## src/core/sbl_pkg.sv

```systemverilog
// constants, types and decode helpers for the sixteen-bit load sequencer
// assumes one clock, where one clock period is one T state
//
// How it works
// - 00pp0001 loads two immediate bytes into selected pair, 10 T states.
// - pair selector: 00 pair zero, 01 pair one, 10 pointer, 11 stack.
// - first operand byte is low order, second is high order.
// - DD 21 / FD 21 load immediate into index x / y, 14 T states.
// - opcode 2A loads pointer pair from nn and nn+1, 16 T states.
// - ED 01pp1011 loads selected pair from nn and nn+1, 20 T states.
// - DD/FD 2A loads index x/y from nn and nn+1, 20 T states.
// - opcode 22 stores pointer pair to nn and nn+1, 16 T states.
// - ED 01pp0011 stores selected pair to nn and nn+1, 20 T states.
// - DD 22 stores index x to nn and nn+1, 20 T states.
// - these instructions never change the flag register.
package sbl_pkg;

    // ========================================================
    // timing, in T states
    localparam int T_FETCH      = 4;
    localparam int T_MEM        = 3;
    localparam int T_IMM_PAIR   = 10;
    localparam int T_IMM_INDEX  = 14;
    localparam int T_PTR_MEM    = 16;
    localparam int T_LONG_MEM   = 20;

    // ========================================================
    // opcodes and reset values
    localparam logic [7:0]  OP_PREFIX_X   = 8'hDD;
    localparam logic [7:0]  OP_PREFIX_Y   = 8'hFD;
    localparam logic [7:0]  OP_PREFIX_EXT = 8'hED;
    localparam logic [7:0]  OP_IMM_INDEX  = 8'h21;
    localparam logic [7:0]  OP_LOAD_MEM   = 8'h2A;
    localparam logic [7:0]  OP_STORE_MEM  = 8'h22;
    localparam logic [15:0] RESET_PC      = 16'h0000;
    localparam logic [15:0] REG_RESET     = 16'h0000;
    localparam logic [7:0]  FLAG_RESET    = 8'h00;

    // ========================================================
    // types
    typedef enum logic [1:0] {PFX_NONE, PFX_X, PFX_Y, PFX_EXT} sbl_prefix_type;
    typedef enum logic [1:0] {KIND_NONE, KIND_IMM, KIND_LOAD, KIND_STORE} sbl_kind_type;
    typedef enum logic [2:0] {TGT_PAIR0, TGT_PAIR1, TGT_PTR, TGT_SP, TGT_IX, TGT_IY} sbl_target_type;

    typedef struct packed {
        sbl_kind_type   kind;
        sbl_target_type target;
    } sbl_decode_type;

    typedef struct packed {
        logic [15:0] addr;
        logic [7:0]  wdata;
        logic        fetch;
        logic        rd;
        logic        wr;
    } sbl_bus_type;

    typedef struct packed {
        logic [15:0] general_pair_zero;
        logic [15:0] general_pair_one;
        logic [15:0] pointer_pair;
        logic [15:0] stack_pointer;
        logic [15:0] index_x;
        logic [15:0] index_y;
    } sbl_regs_type;

    // ========================================================
    // decode
    function automatic sbl_decode_type sbl_decode(input sbl_prefix_type pfx, input logic [7:0] op);
        sbl_decode_type d;
        sbl_target_type sel;
        sbl_target_type idx;
        d.kind   = KIND_NONE;
        d.target = TGT_PAIR0;
        sel      = sbl_target_type'({1'b0, op[5:4]});
        idx      = (pfx == PFX_Y) ? TGT_IY : TGT_IX;
        unique case (pfx)
            PFX_NONE: begin
                if (op[7:6] == 2'h0 && op[3:0] == 4'h1) begin
                    d.kind   = KIND_IMM;
                    d.target = sel;
                end else if (op == OP_LOAD_MEM) begin
                    d.kind   = KIND_LOAD;
                    d.target = TGT_PTR;
                end else if (op == OP_STORE_MEM) begin
                    d.kind   = KIND_STORE;
                    d.target = TGT_PTR;
                end
            end
            PFX_X, PFX_Y: begin
                d.target = idx;
                if (op == OP_IMM_INDEX) d.kind = KIND_IMM;
                else if (op == OP_LOAD_MEM) d.kind = KIND_LOAD;
                else if (op == OP_STORE_MEM && pfx == PFX_X) d.kind = KIND_STORE;
            end
            PFX_EXT: begin
                d.target = sel;
                if (op[7:6] == 2'h1 && op[3:0] == 4'hB) d.kind = KIND_LOAD;
                else if (op[7:6] == 2'h1 && op[3:0] == 4'h3) d.kind = KIND_STORE;
            end
        endcase
        return d;
    endfunction : sbl_decode

    function automatic logic [1:0] sbl_prefix_code(input logic [7:0] op);
        return (op == OP_PREFIX_X) ? 2'h1 : (op == OP_PREFIX_Y) ? 2'h2 : (op == OP_PREFIX_EXT) ? 2'h3 : 2'h0;
    endfunction : sbl_prefix_code

endpackage : sbl_pkg

```

## src/core/sbl_mcycle_timer.sv

```systemverilog
// T-state counter inside one machine cycle
// assumes fetch_cycle holds steady for the whole machine cycle
`timescale 1ns/10ps
module sbl_mcycle_timer (
    input  wire logic       ref_clk,
    input  wire logic       rst,
    input  wire logic       fetch_cycle,
    output logic [2:0]      t_state,
    output logic            last
);

    // ========================================================
    // counter
    assign last = fetch_cycle ? (t_state == 3'(sbl_pkg::T_FETCH - 1))
                              : (t_state == 3'(sbl_pkg::T_MEM - 1));

    always_ff @(posedge ref_clk) begin
        if (rst) t_state <= 3'h0;
        else if (last) t_state <= 3'h0;
        else t_state <= t_state + 3'h1;
    end
endmodule : sbl_mcycle_timer

```

## src/core/sbl_load_sequencer.sv

```systemverilog
// sixteen-bit load group: fetch, decode and machine-cycle sequencing
// assumes a synchronous byte memory on ref_clk: read data valid at the last T state
`timescale 1ns/10ps
module sbl_load_sequencer (
    input  wire logic                 ref_clk,
    input  wire logic                 rst,
    input  wire logic [7:0]           mem_rdata,
    input  wire logic                 flag_load,
    input  wire logic [7:0]           flag_value,
    output sbl_pkg::sbl_bus_type      bus,
    output sbl_pkg::sbl_regs_type     regs_out,
    output logic [7:0]                flags,
    output logic                      instr_done
);

    typedef enum logic [2:0] {ST_FETCH, ST_FETCH2, ST_OPER_LO, ST_OPER_HI, ST_DATA_LO, ST_DATA_HI} sbl_state_type;

    sbl_state_type          state;
    sbl_pkg::sbl_prefix_type prefix;
    sbl_pkg::sbl_kind_type  kind;
    sbl_pkg::sbl_target_type target;
    sbl_pkg::sbl_decode_type cur_dec;
    logic [15:0]            pc;
    logic [7:0]             lo_byte;
    logic [15:0]            regs [6];
    logic [2:0]             t_state;
    logic                   mc_last;
    logic                   fetching;
    logic                   is_prefix;
    logic                   reg_we;
    logic [15:0]            reg_wval;
    logic [15:0]            sel_reg;
    logic [4:0]             tcount;

    // ========================================================
    // machine cycle timing
    assign fetching = (state == ST_FETCH) || (state == ST_FETCH2);

    sbl_mcycle_timer u_timer (
        .ref_clk     (ref_clk),
        .rst         (rst),
        .fetch_cycle (fetching),
        .t_state     (t_state),
        .last        (mc_last)
    );

    // ========================================================
    // decode of the byte on the bus
    assign is_prefix = fetching && (sbl_pkg::sbl_prefix_code(mem_rdata) != 2'h0);
    assign cur_dec   = sbl_pkg::sbl_decode((state == ST_FETCH) ? sbl_pkg::PFX_NONE : prefix, mem_rdata);
    assign sel_reg   = regs[target];

    assign instr_done = mc_last && ((fetching && !is_prefix && cur_dec.kind == sbl_pkg::KIND_NONE)
                      || (state == ST_OPER_HI && kind == sbl_pkg::KIND_IMM)
                      || state == ST_DATA_HI);

    // ========================================================
    // sequencing
    always_ff @(posedge ref_clk) begin
        if (rst) begin
            state  <= ST_FETCH;
            prefix <= sbl_pkg::PFX_NONE;
            kind   <= sbl_pkg::KIND_NONE;
            target <= sbl_pkg::TGT_PAIR0;
        end else if (mc_last) begin
            unique case (state)
                ST_FETCH, ST_FETCH2: begin
                    if (is_prefix) begin
                        prefix <= sbl_pkg::sbl_prefix_type'(sbl_pkg::sbl_prefix_code(mem_rdata));
                        state  <= ST_FETCH2;
                    end else if (cur_dec.kind == sbl_pkg::KIND_NONE) begin
                        prefix <= sbl_pkg::PFX_NONE;
                        state  <= ST_FETCH;
                    end else begin
                        if (state == ST_FETCH) prefix <= sbl_pkg::PFX_NONE;
                        kind   <= cur_dec.kind;
                        target <= cur_dec.target;
                        state  <= ST_OPER_LO;
                    end
                end
                ST_OPER_LO: state <= ST_OPER_HI;
                ST_OPER_HI: state <= (kind == sbl_pkg::KIND_IMM) ? ST_FETCH : ST_DATA_LO;
                ST_DATA_LO: state <= ST_DATA_HI;
                ST_DATA_HI: state <= ST_FETCH;
            endcase
        end
    end

    // ========================================================
    // program counter
    always_ff @(posedge ref_clk) begin
        if (rst) pc <= sbl_pkg::RESET_PC;
        else if (mc_last && (fetching || state == ST_OPER_LO || state == ST_OPER_HI)) pc <= pc + 16'h1;
    end

    // ========================================================
    // operand and data low byte
    always_ff @(posedge ref_clk) begin
        if (rst) lo_byte <= 8'h00;
        else if (mc_last && (state == ST_OPER_LO || state == ST_DATA_LO)) lo_byte <= mem_rdata;
    end

    // ========================================================
    // bus address, write data and strobes for the next machine cycle
    always_ff @(posedge ref_clk) begin
        if (rst) begin
            bus.addr  <= sbl_pkg::RESET_PC;
            bus.wdata <= 8'h00;
            bus.fetch <= 1'b1;
            bus.rd    <= 1'b1;
            bus.wr    <= 1'b0;
        end else if (mc_last) begin
            bus.addr  <= pc + 16'h1;
            bus.fetch <= 1'b0;
            bus.rd    <= 1'b1;
            bus.wr    <= 1'b0;
            unique case (state)
                ST_FETCH, ST_FETCH2: bus.fetch <= is_prefix || cur_dec.kind == sbl_pkg::KIND_NONE;
                ST_OPER_LO: ;
                ST_OPER_HI: begin
                    if (kind == sbl_pkg::KIND_IMM) begin
                        bus.fetch <= 1'b1;
                    end else begin
                        bus.addr  <= {mem_rdata, lo_byte};
                        bus.rd    <= (kind == sbl_pkg::KIND_LOAD);
                        bus.wr    <= (kind == sbl_pkg::KIND_STORE);
                        bus.wdata <= sel_reg[7:0];
                    end
                end
                ST_DATA_LO: begin
                    bus.addr  <= bus.addr + 16'h1;
                    bus.rd    <= (kind == sbl_pkg::KIND_LOAD);
                    bus.wr    <= (kind == sbl_pkg::KIND_STORE);
                    bus.wdata <= sel_reg[15:8];
                end
                ST_DATA_HI: begin
                    bus.addr  <= pc;
                    bus.fetch <= 1'b1;
                end
            endcase
        end
    end

    // ========================================================
    // register file
    assign reg_we   = mc_last && ((state == ST_OPER_HI && kind == sbl_pkg::KIND_IMM)
                    || (state == ST_DATA_HI && kind == sbl_pkg::KIND_LOAD));
    assign reg_wval = {mem_rdata, lo_byte};

    always_ff @(posedge ref_clk) begin
        if (rst) begin
            for (int i = 0; i < 6; i++) regs[i] <= sbl_pkg::REG_RESET;
        end else if (reg_we) begin
            regs[target] <= reg_wval;
        end
    end

    assign regs_out = {regs[0], regs[1], regs[2], regs[3], regs[4], regs[5]};

    // ========================================================
    // flag register, written only by other instruction groups
    always_ff @(posedge ref_clk) begin
        if (rst) flags <= sbl_pkg::FLAG_RESET;
        else if (flag_load) flags <= flag_value;
    end

    // ========================================================
    // checks
    always_ff @(posedge ref_clk) begin
        if (rst) tcount <= 5'h1;
        else if (instr_done) tcount <= 5'h1;
        else tcount <= tcount + 5'h1;
    end
endmodule : sbl_load_sequencer

```

## config.mk

```make
export PLATFORM = sky130hd
export DESIGN_NAME = sbl_load_sequencer
export DESIGN_NICKNAME = d
export VERILOG_FILES = /design/src/core/sbl_pkg.sv /design/src/core/sbl_mcycle_timer.sv /design/src/core/sbl_load_sequencer.sv
export SDC_FILE = /design/constraint.sdc
export NUM_CORES = 1
export LEC_CHECK = 0
export ABC_AREA = 0
export BUFFER_PORTS_ARGS = -buffer_cell sky130_fd_sc_hd__buf_2
export CORE_ASPECT_RATIO = 1.75
export CORE_UTILIZATION = 45
export CTS_CLUSTER_DIAMETER = 100
export DETAILED_ROUTE_END_ITERATION = 7
export PLACE_DENSITY = 0.66
export REMOVE_ABC_BUFFERS = 1
export SYNTH_ARGS = -nofsm -noshare
export SYNTH_HDL_FRONTEND = slang
export SYNTH_SLANG_ARGS = --single-unit
```

## constraint.sdc

```tcl
create_clock -name ref_clk -period 6.4 [get_ports ref_clk]
set_input_delay 1.28 -clock ref_clk [delete_from_list [all_inputs] [get_ports ref_clk]]
set_output_delay 1.28 -clock ref_clk [all_outputs]
set_load 0.05 [all_outputs]
```

==> flow_results.xml <==
<?xml version="1.0" encoding="UTF-8"?>
<metrics>
  <group name="yosys">
    <metric name="synth.yosys.warnings" unit="">0</metric>
    <metric name="synthArstFlopShare" unit="%">0</metric>
    <metric name="ffs_latches_synth" unit="">203</metric>
    <metric name="synth-edff-count" unit="">128</metric>
    <metric name="synthesis.area_per_instance" unit="um2">11.5</metric>
    <metric name="synth_area" unit="mm2">0.00938</metric>
    <metric name="seq_area_frac_synth" unit="%">57.0</metric>
    <metric name="synth_cells" unit="">813</metric>
    <metric name="post_synth_num_cell_types" unit="">59</metric>
    <metric name="yosys_most_used_dff" unit="">edfxtp_1</metric>
  </group>
  <group name="layout">
    <metric name="antenna_cells" unit="">0</metric>
    <metric name="fin_nets" unit="">977</metric>
    <metric name="final_cell_mix" unit="">nor2_1 (151), buf_2 (150), edfxtp_1 (128)</metric>
    <metric name="fill_cells" unit="">1786</metric>
    <metric name="syn2layout_area_growth" unit="%">17.1</metric>
    <metric name="layout_commonest_cell" unit="">nor2_1</metric>
    <metric name="drive_above_1_share" unit="%">24.8</metric>
  </group>
  <group name="routing">
    <metric name="drt_pre_antenna_iters" unit="">8</metric>
    <metric name="vias" unit="">6964</metric>
    <metric name="first_iter_violations" unit="">576</metric>
    <metric name="post_route_met1_wirelength" unit="mm">9.10</metric>
    <metric name="topRoutingLayerUsed" unit="">met4</metric>
    <metric name="drc_errors" unit="">34</metric>
    <metric name="dr_wl_met3" unit="mm">1.39</metric>
    <metric name="wirelength" unit="mm">26.3</metric>
    <metric name="vias_per_cell" unit="">5.76</metric>
    <metric name="drtAntennaViolNets" unit="">0</metric>
    <metric name="detailroute.wirelength.met2" unit="mm">14.6</metric>
    <metric name="final_routed_wire_length_divided_by_cell_count" unit="um">21.8</metric>
  </group>
  <group name="setup_path">
    <metric name="timing.critical_path.arrival" unit="ns">3.27</metric>
    <metric name="cp_max_fo" unit="">12</metric>
    <metric name="critPathLaunchType" unit="">register</metric>
    <metric name="critical_path_class" unit="">register to output port</metric>
    <metric name="critical-path-top-delay-family" unit="">simple AND/OR/NAND/NOR gates</metric>
    <metric name="worst_setup_path_startpoint" unit="">state[0]</metric>
    <metric name="ff2ff_setup_slack" unit="ns">2.52</metric>
    <metric name="crit_required" unit="ns">5.12</metric>
    <metric name="critical_path.reg2reg.startpoint" unit="">state[1]</metric>
    <metric name="setup.worst_path.end_class" unit="">output port</metric>
    <metric name="ff_to_ff_end" unit="">regs[0][12]</metric>
    <metric name="crit_path_cell_trace" unit="">nor2_1 &gt; nand2_1 &gt; nand2_1 &gt; ha_1 &gt; a31oi_1 &gt; nor2b_1 &gt; a2bb2oi_1 &gt; nand2_1 &gt; o21ai_0 &gt; buf_2</metric>
    <metric name="slowest_delay" unit="ns">0.55</metric>
    <metric name="crit_slowest_cell" unit="">dfxtp_1</metric>
    <metric name="path_buf_inv" unit="">1</metric>
    <metric name="critPathMostFrequentCell" unit="">nand2_1</metric>
    <metric name="rr_worst_depth" unit="">8</metric>
  </group>
  <group name="timing">
    <metric name="timing.final.crit_share" unit="%">71.1</metric>
    <metric name="worst_hold_margin" unit="ns">0.473</metric>
    <metric name="period_minus_slack" unit="ns">4.55</metric>
    <metric name="clock.fmax" unit="MHz">220</metric>
    <metric name="final_hold_viol_count" unit="">0</metric>
    <metric name="timing.final.ws_setup" unit="ns">1.85</metric>
    <metric name="max-slew-margin-rel" unit="%">26.8</metric>
    <metric name="clock-skew-final" unit="ns">0.0109</metric>
    <metric name="worst_slew_pin_slew" unit="ns">1.09</metric>
    <metric name="finalSetupViolations" unit="">0</metric>
    <metric name="rsz0062_at_grt" unit="">false</metric>
    <metric name="maxSlewViolCount" unit="">0</metric>
    <metric name="tns" unit="ns">0</metric>
  </group>
  <group name="place">
    <metric name="dp.final_hpwl" unit="mm">19.1</metric>
    <metric name="dpl_worst_slack" unit="ns">1.95</metric>
    <metric name="port_buffers" unit="">150</metric>
    <metric name="place.gp.congestion" unit="">0.885</metric>
  </group>
  <group name="floorplanning">
    <metric name="die-width" unit="um">111</metric>
    <metric name="core_area" unit="mm2">0.0204</metric>
    <metric name="rows" unit="">69</metric>
    <metric name="fp.dieArea" unit="mm2">0.0214</metric>
    <metric name="i_o_pin_count" unit="">151</metric>
    <metric name="start_util" unit="%">46.0</metric>
    <metric name="die_height" unit="um">193</metric>
  </group>
  <group name="clocking">
    <metric name="cts_resized" unit="">0</metric>
    <metric name="root_buffer" unit="">clkbuf_16</metric>
    <metric name="path_clk_slew" unit="ns">0.06</metric>
    <metric name="cts_tree" unit="">done</metric>
    <metric name="cts.hold.buffers_added" unit="">0</metric>
    <metric name="clk-insertion-delay-late" unit="ns">0.49</metric>
    <metric name="tritoncts.num_buffers" unit="">20</metric>
    <metric name="ctsLongestPathBuffers" unit="">3</metric>
    <metric name="cts_num_sinks" unit="">203</metric>
    <metric name="postCtsSetupRepairBufs" unit="">0</metric>
    <metric name="h-tree-depth" unit="">1</metric>
  </group>
  <group name="power">
    <metric name="netSwitchingPower" unit="W">0.000736</metric>
    <metric name="p_seq_share" unit="%">50.6</metric>
    <metric name="clockPowerShare" unit="%">39.3</metric>
    <metric name="ir_drop" unit="uV">183</metric>
    <metric name="comb_power_share" unit="%">10.0</metric>
    <metric name="power_report.internal_total" unit="W">0.00215</metric>
    <metric name="power_density_of_the_placed_cells" unit="mW/mm2">263</metric>
    <metric name="power_switching_share" unit="%">25.5</metric>
    <metric name="leakagePower" unit="nW">4.20</metric>
  </group>
  <group name="grt">
    <metric name="grt_pass1_wl" unit="mm">39.3</metric>
    <metric name="grt_antenna_before_repair" unit="">0</metric>
    <metric name="grt_util_all_layers" unit="%">24.5</metric>
    <metric name="largest_net_degree_at_the_start_of_global_routing" unit="">60</metric>
    <metric name="grt_pass1_vias" unit="">6847</metric>
    <metric name="grt-ovfl-total" unit="">0</metric>
  </group>
  <group name="hold_path">
    <metric name="worstHoldPathType" unit="">register to register</metric>
    <metric name="worstHoldPathCells" unit="">1</metric>
    <metric name="worst_hold_startpoint" unit="">bus[6]</metric>
    <metric name="hold_crit_endpoint" unit="">bus[6]</metric>
  </group>
  <group name="status">
    <metric name="run_status" unit="">complete, but fails checks</metric>
    <metric name="failing_checks" unit="">DRC</metric>
  </group>
  <group name="flow_run">
    <metric name="drv_cap" unit="">0</metric>
  </group>
</metrics>
## cell families (layout without fill, tap and decap cells)
family                     Yosys count  count (layout)  synth area share, %
xor gates and xnor gates            41              41                 3.83
muxes                               66              66                 11.3
and+or+nand+nor                    291             291                 13.7
AOI/OAI and AO/OA                  121             121                 9.30
adders and majority gates           12              12                 1.60
buffers and inverters               79             226                 3.23
DFF                                203             203                 57.0
## worst max-delay path by stage
stage                             to  slack (ns)  cells after the start
final                     instr_done        1.85                     10
after CTS                 instr_done        1.90                     10
after floorplan           instr_done        1.86                      6
after detailed placement  instr_done        1.95                      8
after global routing      instr_done        1.67                     10
after global placement    instr_done        1.95                      8
## sequential cells by signal, indices dropped and copies added (netlist names), named ones only
signal	flops
regs	128
bus	27
pc	16
flags	8
lo_byte	8
state	3
target	3
u_timer.t_state	3
kind	2
prefix	2
## layout make-up
cell class	instances	area, um2	share of cell area, %
clock buffer	28	562	5.12
tap	248	310	2.83
timing repair buffer	162	841	7.66
multi-input combinational	531	3740	34.1
clock inverter	8	67.6	0.616
sequential	203	5350	48.7
inverter	28	105	0.957
## synthesized netlist by cell type, types with 6 or more instances
master      n  area [um2]
nor2b_1     6        37.5
clkbuf_1   40         150
mux4_2     32         721
inv_1      27         101
xor2_1     18         158
buf_1       6        22.5
edfxtp_1  128        3840
o21ai_0    22         110
dfxtp_1    75        1500
a211oi_1    6        45.0
a222oi_1    7        70.1
a22o_1      9        78.8
o22ai_1    15        93.8
a21oi_1    19        95.1
nand3_1    25         125
nor2_1    151         567
nor3_1     14        70.1
nand4_1     9        56.3
xnor2_1    23         201
nand2_1    56         210
mux2i_1    33         330
a22oi_1     7        52.6
ha_1       12         150
nand2b_1    6        37.5
## power by group through the flow
stage	registers, W	logic (W)	clock network [W]
3_5_place_dp	0.00149	0.000291	0
5_1_grt	0.00147	0.000305	0.00119
6_report	0.00146	0.000289	0.00114
4_1_cts	0.00146	0.000291	0.00115
3_3_place_gp	0.00149	0.000288	0
2_1_floorplan	0.00161	0.0000731	0
## worst register-to-register path, cell delays in order, from the launching register on
cell and delay, ns:
dfxtp_1 0.43, inv_1 0.14, ha_1 0.31, xnor2_1 0.20, nor2b_2 0.18, nand3_1 0.18
nor3_1 0.39, nand3_1 0.71, nand2_1 0.94
## layer usage
metal,vias to the layer above,global-route usage (%)
li1,3239,-
met3,68,3.06
met4,0,12.7
met5,-,0
met1,3385,25.6
met2,272,47.8
## through the flow
step	total power, W	util (%)	cells	area, um2
global route	0.00296	53.9	1208	11000
global placement	0.00178	50.8	1172	10300
CTS	0.00290	53.9	1208	11000
finish	0.00289	53.9	1208	11000
floorplan	0.00168	-	762	9180
detailed placement	0.00178	50.8	1172	10300
Power figures use the tool's default switching activity.
